File: src/logic/nv_ctrl_regs.svh
// register constants for the data nonvolatile memory control block
// assumes inclusion by bare name from the design file
`ifndef NV_CTRL_REGS_SVH
`define NV_CTRL_REGS_SVH
`define NV_KEY_FIRST      8'h55
`define NV_KEY_SECOND     8'hAA
`define NV_TOP_ADDR       24'h7FFFFF
`define NV_WORDS_LARGE    256
`define NV_WORDS_SMALL    128
`define NV_START_BIT      15
`define NV_ERR_BIT        13
`define NV_OP_LSB         0
`define NV_OP_MSB         7
`define NV_CYCLE_NS       4000
`define NV_CLK_NS         5
`define NV_CYCLE_COUNT    ((`NV_CYCLE_NS + `NV_CLK_NS - 1) / `NV_CLK_NS)
`define NV_OP_ERASE_WORD  8'h58
`define NV_OP_WRITE_WORD  8'h04
`define NV_CTRL_WMASK     16'hA0FF
`define NV_ERASED_WORD    16'hFFFF
`endif

File: src/logic/nv_ctrl_pkg.sv
// types for the data nonvolatile memory control block
// assumes nv_ctrl_regs.svh is on the include path
package nv_ctrl_pkg;
    typedef enum logic [1:0] {
        KEY_IDLE,
        KEY_GOT_FIRST,
        KEY_OPEN
    } key_state_t;

    typedef enum logic [1:0] {
        OP_IDLE,
        OP_BUSY,
        OP_COMMIT
    } op_state_t;
endpackage

File: src/logic/nv_ctrl.sv
// data nonvolatile memory unlock, control and word array
// assumes one instruction cycle per clk_i and same-clock register strobes
//
// Summary of operation
// the memory holds 16-bit words, each readable and writable singly.
// the larger variant holds 256 words ending at top address 7FFFFFh.
// the smaller variant holds 128 words ending at the same top address.
// a program or erase cycle runs without stalling the processor.
// the key register is write-only and only guards against stray cycles.
// software writes 55h then AAh to the key register back to back.
// after a good key pair the control register is writable one cycle.
// setting the start bit inside that cycle launches the chosen operation.
// the control upper byte holds the start bit and the error flag.
// the control lower byte chooses the operation type.
// software should mask interrupts across the whole unlock sequence.
// control writes outside the window are ignored; bad keys restart.
// hardware clears the start bit when the cycle finishes.
`timescale 1ns/100ps
`default_nettype none
`include "nv_ctrl_regs.svh"

module nv_ctrl #(
    parameter int WORDS      = `NV_WORDS_LARGE,
    parameter int CYCLE_CNT  = `NV_CYCLE_COUNT
) (
    input  wire logic        clk_i,
    input  wire logic        sys_rst_i,
    input  wire logic        key_wr_i,
    input  wire logic [7:0]  key_data_i,
    input  wire logic        ctrl_wr_i,
    input  wire logic [15:0] ctrl_data_i,
    input  wire logic        addr_wr_i,
    input  wire logic [23:0] addr_data_i,
    input  wire logic        wdata_wr_i,
    input  wire logic [15:0] wdata_i,
    input  wire logic        rd_i,
    output logic      [15:0] nv_operation_control_o,
    output logic      [23:0] nv_target_address_o,
    output logic      [15:0] rdata_o,
    output logic             busy_o
);
    localparam int AW = $clog2(WORDS);
    localparam logic [23:0] TOP_ADDR = `NV_TOP_ADDR;

    // elaboration checks on sizes
    if (WORDS != `NV_WORDS_LARGE
        && WORDS != `NV_WORDS_SMALL) begin : g_bad_words
        $error("WORDS must be 256 or 128");
    end
    if (CYCLE_CNT < 1) begin : g_bad_cnt
        $error("CYCLE_CNT must be at least 1");
    end

    // ****************************************************************
    // state
    // ****************************************************************
    typedef struct packed {
        nv_ctrl_pkg::key_state_t key;
        nv_ctrl_pkg::op_state_t  op;
        logic [15:0]             ctrl;
        logic [23:0]             addr;
        logic [15:0]             wbuf;
        logic [15:0]             rdata;
        logic [31:0]             cnt;
    } state_t;

    state_t st;
    state_t next_st;
    logic [15:0] mem [WORDS];
    logic        in_range;
    logic [AW-1:0] idx;
    logic        commit;
    logic        open_win;

    // window at top of program space
    assign in_range = st.addr[23:AW+1] == TOP_ADDR[23:AW+1];
    assign idx      = st.addr[AW:1];
    assign commit   = st.op == nv_ctrl_pkg::OP_COMMIT;
    assign open_win = st.key == nv_ctrl_pkg::KEY_OPEN;

    // ****************************************************************
    // next state
    // ****************************************************************
    always_comb begin
        next_st = st;
        if (addr_wr_i) begin
            next_st.addr = addr_data_i;
        end
        if (wdata_wr_i) begin
            next_st.wbuf = wdata_i;
        end
        if (rd_i) begin
            next_st.rdata = in_range ? mem[idx] : 16'h0000;
        end
        // key sequencer
        case (st.key)
            nv_ctrl_pkg::KEY_IDLE: begin
                if (key_wr_i && key_data_i == `NV_KEY_FIRST) begin
                    next_st.key = nv_ctrl_pkg::KEY_GOT_FIRST;
                end
            end
            nv_ctrl_pkg::KEY_GOT_FIRST: begin
                if (key_wr_i && key_data_i == `NV_KEY_SECOND) begin
                    next_st.key = nv_ctrl_pkg::KEY_OPEN;
                end else if (key_wr_i && key_data_i == `NV_KEY_FIRST) begin
                    next_st.key = nv_ctrl_pkg::KEY_GOT_FIRST;
                end else begin
                    next_st.key = nv_ctrl_pkg::KEY_IDLE;
                end
            end
            nv_ctrl_pkg::KEY_OPEN: begin
                next_st.key = nv_ctrl_pkg::KEY_IDLE;
            end
            default: begin
                next_st.key = nv_ctrl_pkg::KEY_IDLE;
            end
        endcase
        // control write only in open window
        if (ctrl_wr_i && open_win && st.op == nv_ctrl_pkg::OP_IDLE) begin
            next_st.ctrl = ctrl_data_i & `NV_CTRL_WMASK;
            next_st.ctrl[`NV_ERR_BIT] = 1'b0;
        end
        // background cycle timer
        case (st.op)
            nv_ctrl_pkg::OP_IDLE: begin
                if (next_st.ctrl[`NV_START_BIT]) begin
                    next_st.op  = nv_ctrl_pkg::OP_BUSY;
                    next_st.cnt = 32'(CYCLE_CNT - 1);
                end
            end
            nv_ctrl_pkg::OP_BUSY: begin
                if (st.cnt == 32'h0000_0000) begin
                    next_st.op = nv_ctrl_pkg::OP_COMMIT;
                end else begin
                    next_st.cnt = st.cnt - 32'h0000_0001;
                end
            end
            nv_ctrl_pkg::OP_COMMIT: begin
                // start bit self-clears; R9 flag on bad target
                next_st.op = nv_ctrl_pkg::OP_IDLE;
                next_st.ctrl[`NV_START_BIT] = 1'b0;
                next_st.ctrl[`NV_ERR_BIT]   = ~in_range;
            end
            default: begin
                next_st.op = nv_ctrl_pkg::OP_IDLE;
            end
        endcase
    end

    always_ff @(posedge clk_i or posedge sys_rst_i) begin
        if (sys_rst_i) begin
            st <= '0;
        end else begin
            st <= next_st;
        end
    end

    // ****************************************************************
    // word array
    // ****************************************************************
    // word write or erase by operation code
    always_ff @(posedge clk_i) begin
        if (commit && in_range) begin
            if (st.ctrl[`NV_OP_MSB:`NV_OP_LSB] == `NV_OP_ERASE_WORD) begin
                mem[idx] <= `NV_ERASED_WORD;
            end else if (st.ctrl[`NV_OP_MSB:`NV_OP_LSB]
                         == `NV_OP_WRITE_WORD) begin
                mem[idx] <= st.wbuf;
            end
        end
    end

    // key register has no read path
    assign nv_operation_control_o = st.ctrl;
    assign nv_target_address_o    = st.addr;
    assign rdata_o                = st.rdata;
    assign busy_o                 = st.op != nv_ctrl_pkg::OP_IDLE;

    // ****************************************************************
    // checks
    // ****************************************************************
    a_locked_ctrl: assert property (
        @(posedge clk_i) disable iff (sys_rst_i)
        (ctrl_wr_i && !open_win) |=> $stable(st.ctrl) || commit
            || $past(commit))
        else $error("control changed outside window");
    a_busy_refuse: assert property (
        @(posedge clk_i) disable iff (sys_rst_i)
        (ctrl_wr_i && busy_o)
            |=> $stable(st.ctrl[`NV_OP_MSB:`NV_OP_LSB]))
        else $error("op code changed while busy");
    a_window_one: assert property (
        @(posedge clk_i) disable iff (sys_rst_i)
        open_win |=> !open_win)
        else $error("window longer than one cycle");
    a_start_launch: assert property (
        @(posedge clk_i) disable iff (sys_rst_i)
        (open_win && ctrl_wr_i && ctrl_data_i[`NV_START_BIT] && !busy_o)
            |=> busy_o)
        else $error("start did not launch");
    a_start_clear: assert property (
        @(posedge clk_i) disable iff (sys_rst_i)
        commit |=> !nv_operation_control_o[`NV_START_BIT] && !busy_o)
        else $error("start bit not cleared");
    a_error_flag: assert property (
        @(posedge clk_i) disable iff (sys_rst_i)
        commit |=> nv_operation_control_o[`NV_ERR_BIT] == $past(!in_range))
        else $error("error flag wrong after cycle");
    a_key_pair: assert property (
        @(posedge clk_i) disable iff (sys_rst_i)
        $rose(open_win)
            |-> $past(key_wr_i) && $past(key_data_i) == `NV_KEY_SECOND)
        else $error("window without key");
endmodule
`default_nettype wire

File: config.mk
export PLATFORM = sky130hd
export DESIGN_NAME = nv_ctrl
export DESIGN_NICKNAME = d
export VERILOG_FILES = /design/src/logic/nv_ctrl_pkg.sv /design/src/logic/nv_ctrl.sv
export VERILOG_INCLUDE_DIRS = /design/src /design/src/logic
export SDC_FILE = /design/constraint.sdc
export NUM_CORES = 2
export LEC_CHECK = 0
export BUFFER_PORTS_ARGS = -buffer_cell sky130_fd_sc_hd__buf_4
export CAP_MARGIN = 20
export CORE_MARGIN = 1.5
export CORE_UTILIZATION = 60
export DETAILED_ROUTE_END_ITERATION = 6
export GPL_TIMING_DRIVEN = 0
export PLACE_DENSITY = 0.76
export RECOVER_POWER = 100
export SETUP_SLACK_MARGIN = 0.2
export SYNTH_ARGS = -nofsm -noshare
export SYNTH_HDL_FRONTEND = slang
export SYNTH_SLANG_ARGS = --single-unit
File: constraint.sdc
create_clock -name clk_i -period 6.5 [get_ports clk_i]
set_input_delay 0.325 -clock clk_i [delete_from_list [all_inputs] [get_ports clk_i]]
set_output_delay 0.325 -clock clk_i [all_outputs]
set_load 0.02 [all_outputs]
==> key figures <==
Route
  – DRC Markers: 110
  – Detailed Route WL: 497,000 um
  – Initial drt markers: 15.9k
  – Detail Route Antenna Nets: 0
  – Routed length per instance: 40.5 um
  – Vias/cell: 7.25
  – Drt first pass iters: 7
  – Via count: 88.9k

Timing
  – Peak Freq: 0.145 GHz
  – Min Tclk post-route: 6.88 ns
  – Final Hold Vio Count: 0
  – Final count of pins violating max slew: 2,557
  – Skew final: 0.0687 ns
  – Setup TNS: -169.11 ns
  – RSZ-0062 raised after global routing: no
  – Final worst path period share: 106%
  – Tightest Pin Transition: 4.99 ns
  – Final Setup Violations: 1,347
  – WHS: 0.0730 ns
  – Setup slack after layout: -0.377 ns
  – Worst relative slew slack: -233%

Worst setup path
  – Critical path startpoint: nv_target_address_o[4]$_DFFE_PP0P_
  – CP Data Required Time: 7.10 ns
  – Setup crit start kind: flip-flop
  – Reg2reg start: nv_target_address_o[4]$_DFFE_PP0P_
  – Crit Path Class: reg2reg
  – WP data arrival: 7.48 ns
  – Crit. End Element: flip-flop
  – Crit-path max FO: 14

Floorplanning
  – Core Region: 0.268 mm^2
  – Vert. Die Dim: 523 um
  – Die width: 523 um
  – Die Area: 0.273 mm^2
  – Initial Utilization: 60.4%
  – Row Count: 190
  – I/O pin count: 128

Min path
  – Worst Hold Class: in2reg
  – HP Start: addr_wr_i

Placed design
  – Routability Congestion: 0.967
  – Dpl hpwl: 320,000 um
  – IO Port Bufs: 112

Global routing
  – Number of global-route vias before repair: 86.3k
  – Largest net degree at the start of global routing: 105
  – Tot GR Track Use: 36.5%
  – First-pass GRT wire length: 680,000 um
  – Gr ovfl total: 0
  – Initial antenna violation count: 51

Run
  – Max Cap Viol: 56

CTS
  – CTS tree: done
  – Worst skew pair latency: 1.00 ns
  – # hold bufs at CTS: 87
  – # clock sinks: 4,198
  – CTS buffer count: 405
  – Clock slew at reported path FFs: 0.06 ns
  – Root Buffer: clkbuf_16
  – CTS resizes: 0
  – CTS H-tree depth: 5
  – Clock Path Buffers: 4
  – Postcts setup bufs: 0

Synthesis
  – Sequential area share after synthesis: 77.4%
  – Synth cell types: 71
  – Post-synth EDFFs: 4,096
  – Synth Cell Area: 0.162 mm^2
  – Yosys warns: 0
  – Yosys reg bits: 4,198
  – Synth Area per Inst: 21.8 um^2
  – Top_reg_cell synth: edfxtp_1
  – Syn Inst Count: 7,435
  – Post-synth ARST share: 2.43%

Status
  – Failing checks: DRC, capacitance limit, slew limit, setup timing
  – Status: finished with violations

Pwr
  – Sequential share of power: 52.0%
  – Switching portion of total power: 22.3%
  – Internal: 43.7 mW
  – Power share of the clock group: 42.5%
  – Switching pwr: 12.6 mW
  – Logic pwr share: 5.5%
  – Max VDD drop: 0.000273 V
  – Power per cell area: 305 mW/mm^2
  – Pleak: 69.9 nW

Layout
  – Area grow syn2layout: 13.8%
  – Nets@finish: 8,398
  – Layout cells sized above 1: 25.6%
  – Final Core Density: 68.7%
[cells in the mapped netlist, types with 17 or more instances]
library cell	n	share of area (%)
edfxtp_1	4096	76
and3_1	28	0.11
mux2_2	45	0.31
buf_2	144	0.44
nand3_1	47	0.15
mux4_2	971	13
dfrtp_1	102	1.6
nor2b_1	29	0.11
o211ai_1	45	0.21
nor3_1	17	0.052
clkbuf_1	162	0.38
nand2_1	178	0.41
a22o_1	18	0.097
nor2_1	329	0.76
o21ai_0	74	0.23
o22ai_1	28	0.11
a22oi_1	103	0.48
nand4_1	23	0.089
a21oi_1	79	0.24
buf_4	137	0.63
a221oi_1	118	0.64
or3_1	17	0.066
or2_2	19	0.073
a211oi_1	51	0.24
mux2i_1	355	2.2
o2111ai_1	20	0.11
buf_1	33	0.076
[cell families after synthesis]
| group | after synthesis | synth area share, % |
|---|---|---|
| other cells | 1 | 0.00231 |
| buf+inv | 500 | 1.63 |
| simple gates | 737 | 2.09 |
| fa+ha+maj | 1 | 0.00772 |
| xor+xnor | 28 | 0.151 |
| flops | 4198 | 77.4 |
| compound gates | 599 | 2.70 |
| mux | 1371 | 16.0 |
[worst paths after layout]
path	to	cells past startpoint	slack [ns]
setup / recovery	mem[224][2]$_DFFE_PP_	9	-0.38
hold / removal	nv_target_address_o[6]$_DFFE_PP0P_	3	0.07
setup reg to reg	mem[224][2]$_DFFE_PP_	9	-0.38
hold reg to reg	st[54]$_DFFE_PP0P_	1	0.50
max in group asynchronous	nv_target_address_o[8]$_DFFE_PP0P_	5	0.88
min in group asynchronous	st[0]$_DFFE_PP0P_	4	0.94
[power by group through the flow]
stage / registers (mW) / clock network, mW / logic, mW
floorplan: 29.8 / 0 / 1.58
global placement: 29.9 / 0 / 2.79
detailed placement: 29.9 / 0 / 2.88
CTS: 29.3 / 23.9 / 2.95
global route: 29.3 / 24.8 / 3.08
finish: 29.3 / 23.9 / 3.10
[per-stage QoR]
step | cells | setup WS [ns] | instance area, um^2 | power, mW
after floorplan | 7440 | 3.15 | 162000 | 31.4
after global placement | 11104 | -1.21 | 167000 | 32.7
after detailed placement | 11371 | 0.615 | 173000 | 32.7
after CTS | 12205 | 0.569 | 187000 | 56.1
after global routing | 12225 | 0.0978 | 184000 | 57.2
final | 12268 | -0.377 | 184000 | 56.3
[worst max-delay path, stage by stage (launching register included)]
cell	delay (ns)
dfrtp_1	0.61
buf_2	0.52
clkbuf_1	1.01
clkbuf_1	1.14
nor2_1	0.40
buf_6	0.29
nand2_1	0.67
clkbuf_2	1.07
nor2_1	0.32
clkbuf_2	0.41
[per-layer routing]
| metal | GRT usage, % | vias up | routed length, um |
|---|---|---|---|
| li1 | - | 33144 | - |
| met1 | 46.2 | 45646 | 158000 |
| met2 | 53.8 | 8268 | 223000 |
| met3 | 13.4 | 1781 | 76000 |
| met4 | 23.0 | 46 | 39000 |
| met5 | 0.693 | - | 538 |
[cell type report]
class                   count  area [um^2]
well taps                3552         4440
fillers                 15547        83900
clock buffers             505        10800
inverters                  15         57.6
flip-flops and latches   4198       126000
clock inverters           242         2610
multi-input cells        2742        34100
plain buffers             485         2580
diodes                     50          125
repair buffers            479         4240
[cells in the final DEF (no fill, tap or decap), types with 38 or more instances in the layout]
cell type,count
buf_8,38
o211ai_1,45
diode_2,50
nor2_1,282
mux2_2,45
dfrtp_1,102
dlygate4sd3_1,87
nand3_1,47
nand2_1,178
buf_2,132
a21oi_1,79
mux2i_1,355
edfxtp_1,4096
buf_4,200
clkbuf_16,411
clkinv_2,72
o21ai_0,73
clkbuf_2,96
mux4_2,971
nor2_2,47
clkinv_1,81
a211oi_1,51
clkbuf_1,369
bufinv_16,42
a22oi_1,103
a221oi_1,118
[state kept, by name (all words and copies together), names as in the netlist]
signal	count
mem	4096
st	52
nv_target_address_o	24
rdata_o	16
nv_operation_control_o	10
(Power assumes the default switching activity.)
